==> config.mk <==
export PLATFORM = sky130hd
export DESIGN_NAME = gp_bank
export DESIGN_NICKNAME = d
export VERILOG_FILES = /design/src/design/gp_pkg.sv /design/src/design/gp_bank.sv /design/src/design/gp_irq_ctrl.sv /design/src/design/gp_pin_bank.sv
export VERILOG_INCLUDE_DIRS = /design/src /design/src/design
export SDC_FILE = /design/constraint.sdc
export NUM_CORES = 1
export LEC_CHECK = 0
export ABC_AREA = 1
export BUFFER_PORTS_ARGS = -buffer_cell sky130_fd_sc_hd__buf_4
export CAP_MARGIN = 10
export CORE_MARGIN = 1
export CORE_UTILIZATION = 40
export CTS_CLUSTER_DIAMETER = 150
export DETAILED_ROUTE_END_ITERATION = 10
export HOLD_SLACK_MARGIN = 0.1
export PLACE_DENSITY = 0.61
export SKIP_CTS_REPAIR_TIMING = 1
export SYNTH_ARGS = -nofsm -noshare
export SYNTH_HDL_FRONTEND = slang
export SYNTH_SLANG_ARGS = --single-unit
==> constraint.sdc <==
create_clock -name clk -period 40.3 [get_ports clk]
set_input_delay 4.03 -clock clk [delete_from_list [all_inputs] [get_ports clk]]
set_output_delay 4.03 -clock clk [all_outputs]
set_load 0.1 [all_outputs]
==> src/design/gp_consts.svh <==
// Purpose: offsets, field positions and reset values of the gpio bank
// Assumes: 32-bit classic wishbone, byte addresses, one word per register
// Notes:   port index sits in address bits 7:5, register in bits 4:2
`ifndef GP_CONSTS_SVH
`define GP_CONSTS_SVH

// address fields
`define GP_ADR_PORT_HI    7
`define GP_ADR_PORT_LO    5
`define GP_ADR_REG_HI     4
`define GP_ADR_REG_LO     2

// port block index of the interrupt registers
`define GP_IRQ_BLOCK      3'h5

// register index inside a port block
`define GP_REG_DATA       3'h0
`define GP_REG_DIR        3'h1
`define GP_REG_ODRAIN     3'h2
`define GP_REG_PULLUP     3'h3
`define GP_REG_INPUT      3'h4

// register index inside the interrupt block
`define GP_REG_STATUS     3'h0
`define GP_REG_MASK       3'h1

// implemented bits per port
`define GP_IMPL_FULL      8'hff
`define GP_IMPL_PORT3     8'h1f

// port one fixed output bit
`define GP_FIXED_OUT_P1   8'h20

// reset values
`define GP_RST_BYTE       8'h00
`define GP_RST_IRQ        24'h000000
`define GP_RST_WORD       32'h00000000

// status and mask layout: port 0 low byte, port 1 next, port 4 top
`define GP_IRQ_P0_LO      0
`define GP_IRQ_P1_LO      8
`define GP_IRQ_P4_LO      16

`endif

==> src/design/gp_pkg.sv <==
// Purpose: shared types of the gpio bank
// Assumes: constants live in gp_consts.svh
// Notes:   none
package gp_pkg;
   typedef logic [7:0]  gp_byte_type;
   typedef logic [23:0] gp_irq_type;
endpackage

==> src/design/gp_bank.sv <==
// Purpose: five general-purpose pin ports behind a classic wishbone slave
// Assumes: 25 MHz clk, async active-high rst, pins asynchronous to clk
// Notes:   every access answers one cycle after it is taken
//
// The implementer's own choices: the register offsets and the Wishbone register port.
`timescale 1ns/1ps
`default_nettype none
`include "gp_consts.svh"

module gp_bank (
   // clock and reset
   input  wire logic        clk,
   input  wire logic        rst,
   // wishbone slave
   input  wire logic        wb_cyc_i,
   input  wire logic        wb_stb_i,
   input  wire logic        wb_we_i,
   input  wire logic [7:0]  wb_adr_i,
   input  wire logic [3:0]  wb_sel_i,
   input  wire logic [31:0] wb_dat_i,
   output var  logic [31:0] wb_dat_o,
   output var  logic        wb_ack_o,
   // interrupt
   output var  logic        irq,
   // port zero
   input  wire logic [7:0]  port_zero_pins_in,
   output var  logic [7:0]  port_zero_pins_out,
   output var  logic [7:0]  port_zero_pins_oe,
   output var  logic [7:0]  port_zero_pins_pu,
   // port one
   input  wire logic [7:0]  port_one_pins_in,
   output var  logic [7:0]  port_one_pins_out,
   output var  logic [7:0]  port_one_pins_oe,
   output var  logic [7:0]  port_one_pins_pu,
   // port two
   input  wire logic [7:0]  port_two_pins_in,
   output var  logic [7:0]  port_two_pins_out,
   output var  logic [7:0]  port_two_pins_oe,
   output var  logic [7:0]  port_two_pins_pu,
   // port three
   input  wire logic [4:0]  port_three_pins_in,
   output var  logic [4:0]  port_three_pins_out,
   output var  logic [4:0]  port_three_pins_oe,
   output var  logic [4:0]  port_three_pins_pu,
   // port four
   input  wire logic [7:0]  port_four_pins_in,
   output var  logic [7:0]  port_four_pins_out,
   output var  logic [7:0]  port_four_pins_oe,
   output var  logic [7:0]  port_four_pins_pu
);

   ////////////////////////////////////////////////////////////////////////
   // per-port arrays
   gp_pkg::gp_byte_type data    [5];
   gp_pkg::gp_byte_type dir     [5];
   gp_pkg::gp_byte_type odrain  [5];
   gp_pkg::gp_byte_type pull_en [5];
   gp_pkg::gp_byte_type dir_eff [5];
   gp_pkg::gp_byte_type pin_in  [5];
   gp_pkg::gp_byte_type pin_out [5];
   gp_pkg::gp_byte_type pin_oe  [5];
   gp_pkg::gp_byte_type pin_pu  [5];
   gp_pkg::gp_byte_type level   [5];
   gp_pkg::gp_byte_type change  [5];
   gp_pkg::gp_byte_type impl    [5];
   gp_pkg::gp_byte_type fixed   [5];

   // bus decode
   logic        take;
   logic        wr;
   logic [2:0]  blk;
   logic [2:0]  regsel;
   logic        irq_blk;
   logic [31:0] next_dat;

   // interrupt side
   gp_pkg::gp_irq_type events;
   gp_pkg::gp_irq_type status;
   gp_pkg::gp_irq_type mask;
   logic        status_rd;
   logic        mask_wr;

   ////////////////////////////////////////////////////////////////////////
   // request taken once; ack follows at the next edge, then drops
   assign take    = wb_cyc_i & wb_stb_i & ~wb_ack_o;
   assign wr      = take & wb_we_i;
   assign blk     = wb_adr_i[`GP_ADR_PORT_HI:`GP_ADR_PORT_LO];
   assign regsel  = wb_adr_i[`GP_ADR_REG_HI:`GP_ADR_REG_LO];
   assign irq_blk = (blk == `GP_IRQ_BLOCK);

   always_ff @(posedge clk or posedge rst) begin
      if (rst) begin
         wb_ack_o <= 1'b0;
      end else begin
         wb_ack_o <= take;
      end
   end

   ////////////////////////////////////////////////////////////////////////
   // pin groups packed into the common eight-bit shape
   assign pin_in[0] = port_zero_pins_in;
   assign pin_in[1] = port_one_pins_in;
   assign pin_in[2] = port_two_pins_in;
   assign pin_in[3] = {3'h0, port_three_pins_in};
   assign pin_in[4] = port_four_pins_in;

   // per-port register set, pin logic and fixed features
   for (genvar p = 0; p < 5; p++) begin : g_port
      // port three lacks its top bits; port one bit five has no input
      assign impl[p]  = (p == 3) ? `GP_IMPL_PORT3 : `GP_IMPL_FULL;
      assign fixed[p] = (p == 1) ? `GP_FIXED_OUT_P1 : `GP_RST_BYTE;
      // fixed output bit reads as output and drives unless open-drain with data high; reset data keeps it low
      assign dir_eff[p] = (dir[p] | fixed[p]) & impl[p];

      // writes land at the acking edge; lane 0 carries the byte
      always_ff @(posedge clk or posedge rst) begin
         if (rst) begin
            data[p]   <= `GP_RST_BYTE;
            dir[p]    <= `GP_RST_BYTE;
            odrain[p] <= `GP_RST_BYTE;
            pull_en[p] <= `GP_RST_BYTE;
         end else if (wr && wb_sel_i[0] && blk == 3'(p)) begin
            // masked writes so absent bits stay zero
            if (regsel == `GP_REG_DATA) begin
               data[p] <= wb_dat_i[7:0] & impl[p];
            end
            if (regsel == `GP_REG_DIR) begin
               dir[p] <= wb_dat_i[7:0] & impl[p];
            end
            if (regsel == `GP_REG_ODRAIN) begin
               odrain[p] <= wb_dat_i[7:0] & impl[p];
            end
            if (regsel == `GP_REG_PULLUP) begin
               pull_en[p] <= wb_dat_i[7:0] & impl[p];
            end
         end
      end

      gp_pin_bank u_pins (
         .clk     (clk),
         .rst     (rst),
         .data    (data[p]),
         .dir     (dir_eff[p]),
         .odrain  (odrain[p]),
         .pull_en (pull_en[p]),
         .impl    (impl[p] & ~fixed[p]),
         .pin_in  (pin_in[p]),
         .pin_out (pin_out[p]),
         .pin_oe  (pin_oe[p]),
         .pin_pu  (pin_pu[p]),
         .level   (level[p]),
         .change  (change[p])
      );
   end

   // fixed output bit needs drive even though its input side is cut
   // so it is driven here from the same registers, straight off flops
   logic fixed_out;
   logic fixed_oe;
   logic fixed_pu;

   always_ff @(posedge clk or posedge rst) begin
      if (rst) begin
         fixed_out <= 1'b0;
         fixed_oe  <= 1'b0;
         fixed_pu  <= 1'b0;
      end else begin
         fixed_out <= data[1][5] & ~odrain[1][5];
         fixed_oe  <= ~odrain[1][5] | ~data[1][5];
         fixed_pu  <= pull_en[1][5];
      end
   end

   ////////////////////////////////////////////////////////////////////////
   // pins out
   assign port_zero_pins_out  = pin_out[0];
   assign port_zero_pins_oe   = pin_oe[0];
   assign port_zero_pins_pu   = pin_pu[0];
   assign port_one_pins_out   = {pin_out[1][7:6], fixed_out, pin_out[1][4:0]};
   assign port_one_pins_oe    = {pin_oe[1][7:6], fixed_oe, pin_oe[1][4:0]};
   assign port_one_pins_pu    = {pin_pu[1][7:6], fixed_pu, pin_pu[1][4:0]};
   assign port_two_pins_out   = pin_out[2];
   assign port_two_pins_oe    = pin_oe[2];
   assign port_two_pins_pu    = pin_pu[2];
   assign port_three_pins_out = pin_out[3][4:0];
   assign port_three_pins_oe  = pin_oe[3][4:0];
   assign port_three_pins_pu  = pin_pu[3][4:0];
   assign port_four_pins_out  = pin_out[4];
   assign port_four_pins_oe   = pin_oe[4];
   assign port_four_pins_pu   = pin_pu[4];

   ////////////////////////////////////////////////////////////////////////
   // events only from ports zero, one and four; two and three have none
   assign events = {change[4], change[1], change[0]};

   assign status_rd = take & ~wb_we_i & irq_blk & (regsel == `GP_REG_STATUS);
   assign mask_wr   = wr & irq_blk & (regsel == `GP_REG_MASK);

   gp_irq_ctrl u_irq (
      .clk        (clk),
      .rst        (rst),
      .events     (events),
      .status_rd  (status_rd),
      .mask_wr    (mask_wr),
      .mask_lanes (wb_sel_i[2:0]),
      .mask_wdata (wb_dat_i[23:0]),
      .status     (status),
      .mask       (mask),
      .irq        (irq)
   );

   ////////////////////////////////////////////////////////////////////////
   // read mux; unmapped addresses answer zero rather than hang the bus
   always_comb begin
      next_dat = `GP_RST_WORD;
      if (irq_blk) begin
         if (regsel == `GP_REG_STATUS) begin
            next_dat = {8'h00, status};
         end else if (regsel == `GP_REG_MASK) begin
            next_dat = {8'h00, mask};
         end
      end else begin
         for (int p = 0; p < 5; p++) begin
            if (blk == 3'(p)) begin
               if (regsel == `GP_REG_DATA) begin
                  next_dat = {24'h000000, data[p]};
               end else if (regsel == `GP_REG_DIR) begin
                  next_dat = {24'h000000, dir_eff[p]};
               end else if (regsel == `GP_REG_ODRAIN) begin
                  next_dat = {24'h000000, odrain[p]};
               end else if (regsel == `GP_REG_PULLUP) begin
                  next_dat = {24'h000000, pull_en[p]};
               end else if (regsel == `GP_REG_INPUT) begin
                  next_dat = {24'h000000, level[p]};
               end
            end
         end
      end
   end

   // data is registered with ack so it stands for the ack cycle only
   always_ff @(posedge clk or posedge rst) begin
      if (rst) begin
         wb_dat_o <= `GP_RST_WORD;
      end else if (take) begin
         wb_dat_o <= next_dat;
      end else begin
         wb_dat_o <= `GP_RST_WORD;
      end
   end

endmodule
`default_nettype wire

==> src/design/gp_irq_ctrl.sv <==
// Purpose: sticky interrupt status, mask and the one interrupt line
// Assumes: events are one-cycle pulses on clk
// Notes:   a read of status clears it; a new event in that cycle survives
`timescale 1ns/1ps
`default_nettype none
`include "gp_consts.svh"

module gp_irq_ctrl (
   // clock and reset
   input  wire logic            clk,
   input  wire logic            rst,
   // events and software access
   input  wire gp_pkg::gp_irq_type events,
   input  wire logic            status_rd,
   input  wire logic            mask_wr,
   input  wire logic [2:0]      mask_lanes,
   input  wire gp_pkg::gp_irq_type mask_wdata,
   // state
   output var  gp_pkg::gp_irq_type status,
   output var  gp_pkg::gp_irq_type mask,
   output var  logic            irq
);

   gp_pkg::gp_irq_type next_status;
   gp_pkg::gp_irq_type next_mask;

   // set wins over the read clear so no event is lost
   always_comb begin
      next_status = status_rd ? events : (status | events);
   end

   // byte lanes of the mask
   always_comb begin
      next_mask = mask;
      for (int i = 0; i < 3; i++) begin
         if (mask_wr && mask_lanes[i]) begin
            next_mask[i*8 +: 8] = mask_wdata[i*8 +: 8];
         end
      end
   end

   ////////////////////////////////////////////////////////////////////////
   always_ff @(posedge clk or posedge rst) begin
      if (rst) begin
         status <= `GP_RST_IRQ;
         mask   <= `GP_RST_IRQ;
         irq    <= 1'b0;
      end else begin
         status <= next_status;
         mask   <= next_mask;
         irq    <= |(next_status & next_mask);
      end
   end

endmodule
`default_nettype wire

==> src/design/gp_pin_bank.sv <==
// Purpose: one 8-bit pin group: input sync, output drive, change events
// Assumes: pins are asynchronous to clk
// Notes:   outputs come straight from flip-flops
`timescale 1ns/1ps
`default_nettype none
`include "gp_consts.svh"

module gp_pin_bank (
   // clock and reset
   input  wire logic            clk,
   input  wire logic            rst,
   // settings from registers
   input  wire gp_pkg::gp_byte_type data,
   input  wire gp_pkg::gp_byte_type dir,
   input  wire gp_pkg::gp_byte_type odrain,
   input  wire gp_pkg::gp_byte_type pull_en,
   input  wire gp_pkg::gp_byte_type impl,
   // pins
   input  wire gp_pkg::gp_byte_type pin_in,
   output var  gp_pkg::gp_byte_type pin_out,
   output var  gp_pkg::gp_byte_type pin_oe,
   output var  gp_pkg::gp_byte_type pin_pu,
   // state back to the bus side
   output var  gp_pkg::gp_byte_type level,
   output var  gp_pkg::gp_byte_type change
);

   gp_pkg::gp_byte_type meta;
   gp_pkg::gp_byte_type prev;

   ////////////////////////////////////////////////////////////////////////
   // two-stage synchroniser; meta feeds level only
   always_ff @(posedge clk or posedge rst) begin
      if (rst) begin
         meta  <= `GP_RST_BYTE;
         level <= `GP_RST_BYTE;
      end else begin
         meta  <= pin_in;
         level <= meta & impl;
      end
   end

   // change on a pin set as input only; output pins raise no event
   always_ff @(posedge clk or posedge rst) begin
      if (rst) begin
         prev   <= `GP_RST_BYTE;
         change <= `GP_RST_BYTE;
      end else begin
         prev   <= level;
         change <= (prev ^ level) & ~dir & impl;
      end
   end

   ////////////////////////////////////////////////////////////////////////
   // per-pin drive: push-pull drives both levels, open-drain only low
   always_ff @(posedge clk or posedge rst) begin
      if (rst) begin
         pin_out <= `GP_RST_BYTE;
         pin_oe  <= `GP_RST_BYTE;
         pin_pu  <= `GP_RST_BYTE;
      end else begin
         pin_out <= data & ~odrain & impl;
         pin_oe  <= dir & (~odrain | ~data) & impl;
         pin_pu  <= pull_en & impl;
      end
   end

endmodule
`default_nettype wire

==> impl_metrics.toml <==
[run_status]
status = "finished, final reports clean"

[timing]
whs_ps = 345
fmax_mhz = 124
final.period_utilization_pct = 20.0
setup_viol = 0
setup_ws_ps = 32220
rsz0062_at_grt = "false"
relSlewSlack_pct = 29.2
fin_skew_ps = 20.5
tightest_slew_ps = 1050
min_period_ps = 8080
finalHoldViolCount = 0
final.setup.tns_ps = 0
slew_viol_final = 0

[final_layout]
postLayoutCellArea_um2 = 21200
register_area_um2 = 11300
drive_gt1_share_pct = 16.8
antennaDiodeCount = 0
nFillCells = 4068
area_growth_pct = 21.6
nets = 2065
multi_input_area_um2 = 5150

[placement]
finalWeightedCongestion = 0.860
dp_hpwl_um = 31700
dp_slack_ps = 31690
dpl_cell_area_um2 = 19400
portBuffers = 210

[route]
initialDrtViolationCount = 1188
finalWirelength_um = 47900
antenna_left = 0
vias = 12900
drcViolationCount = 0
firstDrtPassIters = 5
routedWlPerCell_um = 18.4
viasPerCell = 4.96

[grt]
antenna_found_initial = 2
use_met1_pct = 32.4
grt_max_degree = 172
grt_util_met2_pct = 33.4
grt_most_used_layer = "met2"
grt_pass1_wl_um = 74300
grtUsageTotal_pct = 22.1
grt_pass1_vias = 12500
overflow = 0
grtUsageMet3_pct = 3.73

[clocking]
cts_tree = "yes"
clock_tree.root_cell = "clkbuf_16"
clock_latency_ps = 580
htree_levels = 2
clkTransAtPathRegs_ps = 60
cts_made_buffers = 48
clockBufferDepth = 3
cts_num_sinks = 450

[floorplan]
ioPinCount = 231
core_area_um2 = 43000
row_count = 76
die_x_um = 211
die_y_um = 211
initial_core_util_pct = 40.5
dieArea_um2 = 44400

[critical_path]
path_buf_inv = 4
start_kind = "primary input"
crit_required_ps = 40740
cp_max_fo = 57
crit_path_top_delay_cell = "nor2_2"
critical_path_arrival_ps = 8510
crit_type = "in -> reg"
cp-end-kind = "flop"
cpLargestDelayFamily = "simple AND/OR/NAND/NOR gates"
crit_path_cell_trace = "buf_4, nor2_2, inv_1, nor2_4, buf_4, inv_2, nor2_4, nand3_1, nand2_1, o21ai_0, a22o_1, a221oi_1, nand4_1, nand3b_1"
max_stage_delay_ps = 680
r2r_slack_ps = 36320

[power_and_ir_drop]
power_frac_comb_pct = 8.8
leakagePower_nw = 11.0
swShare_pct = 24.7
power.internal_mw = 0.786
peakVddDrop_mv = 0.0289
powerDensity_nw_per_um2 = 49.3
seqPwrFrac_pct = 45.6
p_sw_mw = 0.257
pwr-share-clk_pct = 45.6

[synthesis]
yosysTopAreaCellShare_pct = 64.7
ys_seq_elements = 450
ys_seq_area_share_pct = 64.7
async_flop_share_pct = 100
yosys-top-cells-area = "dfrtp_1, nand2_1, o21ai_0"
synth_area_um2 = 17400
yosys_warnings = 0
syn_inst = 1786
yosys.area.top_type = "dfrtp_1"
ys.flop_type = "dfrtp_1"
synth_edf_count = 0
synth.most_common_cell = "nand2_1"
syn_area_per_cell_um2 = 9.75
synth_common_cells = "nand2_1, dfrtp_1, o21ai_0"
yosysUniqueCellTypes = 40

[flow_run]
maxCapViolations = 0

[min_path]
hold_class = "reg -> reg"
-- layout make-up --
class	instances	area share (%)
timing repair buffer	223	7.97
sequential	450	53.2
inverter	161	2.90
multi-input combinational	1095	24.3
clock inverter	21	1.63
tap	585	3.46
clock buffer	63	6.51
-- per-layer routing --
metal  vias to the layer above  wire (µm)
met5                         -         26
met4                         4       1320
met3                        83       3160
met2                       445      21300
met1                      6298      22100
li1                       6059          -
-- cell families (layout without fill, tap and decap cells) --
| family | after synthesis | in the layout | synth area share (%) |
|---|---|---|---|
| AO/OA/AOI/OAI | 361 | 361 | 11.6 |
| XOR/XNOR | 23 | 23 | 1.16 |
| buffers and inverters | 248 | 468 | 5.95 |
| flip-flops | 450 | 450 | 64.7 |
| multiplexers | 16 | 16 | 1.03 |
| other | 1 | 8 | 0.0215 |
| AND/OR/NAND/NOR | 687 | 687 | 15.5 |
-- flip-flops by register name (all words and copies together) (netlist names), 23 cells and up --
signal / cells
data: 37
odrain: 37
pull_en: 37
dir: 36
g_port.u_pins.level: 36
g_port.u_pins.meta: 36
g_port.u_pins.pin_oe: 36
g_port.u_pins.pin_out: 36
g_port.u_pins.pin_pu: 36
u_irq.mask: 24
u_irq.status: 24
wb_dat_o: 24
g_port.u_pins.change: 23
g_port.u_pins.prev: 23
-- cell usage in the layout (no fill, tap or decap), drive strengths merged --
cell type and n:
nand2 478, dfrtp 450, o21ai 242, buf 223
inv 159, nor2 154, clkbuf 63, nand3 44
a21oi 33, a21boi 26, xnor2 23, mux2 16
o21bai 15, a31oi 13, clkinv 11, bufinv 9
a221oi 8, a21o 8, conb 8, a22o 6
nor3 6, o211ai 4, clkinvlp 3, o22ai 2
o2111ai 2, nand4 2, a211oi 1, or2 1
o221ai 1, nand3b 1, and3 1
-- final timing paths --
check,cells after the start,to,startpoint
max,14,u_irq.irq,wb_adr_i[4]
min in group asynchronous,2,wb_dat_o[12],rst
min,0,g_port[0].u_pins.level[2],g_port[0].u_pins.meta[2]
min reg2reg,0,g_port[0].u_pins.level[2],g_port[0].u_pins.meta[2]
max reg2reg,12,u_irq.irq,wb_ack_o
max in group asynchronous,4,odrain[23],rst
-- power groups by stage --
stage / Sequential (mW) / Combinational [mW] / Clock, mW
6_report: 0.475 / 0.0918 / 0.476
3_3_place_gp: 0.483 / 0.0916 / 0
4_1_cts: 0.475 / 0.0925 / 0.488
2_1_floorplan: 0.504 / 0.0416 / 0
5_1_grt: 0.477 / 0.100 / 0.504
3_5_place_dp: 0.483 / 0.0923 / 0
-- per-stage QoR --
stage	util, %	power [mW]	instances
after floorplan	-	0.546	1793
after global placement	45.2	0.575	2514
after detailed placement	45.2	0.576	2514
after CTS	49.3	1.06	2598
after global routing	49.3	1.08	2598
final	49.3	1.04	2598
Note: power is estimated with default switching activity, not from simulation.
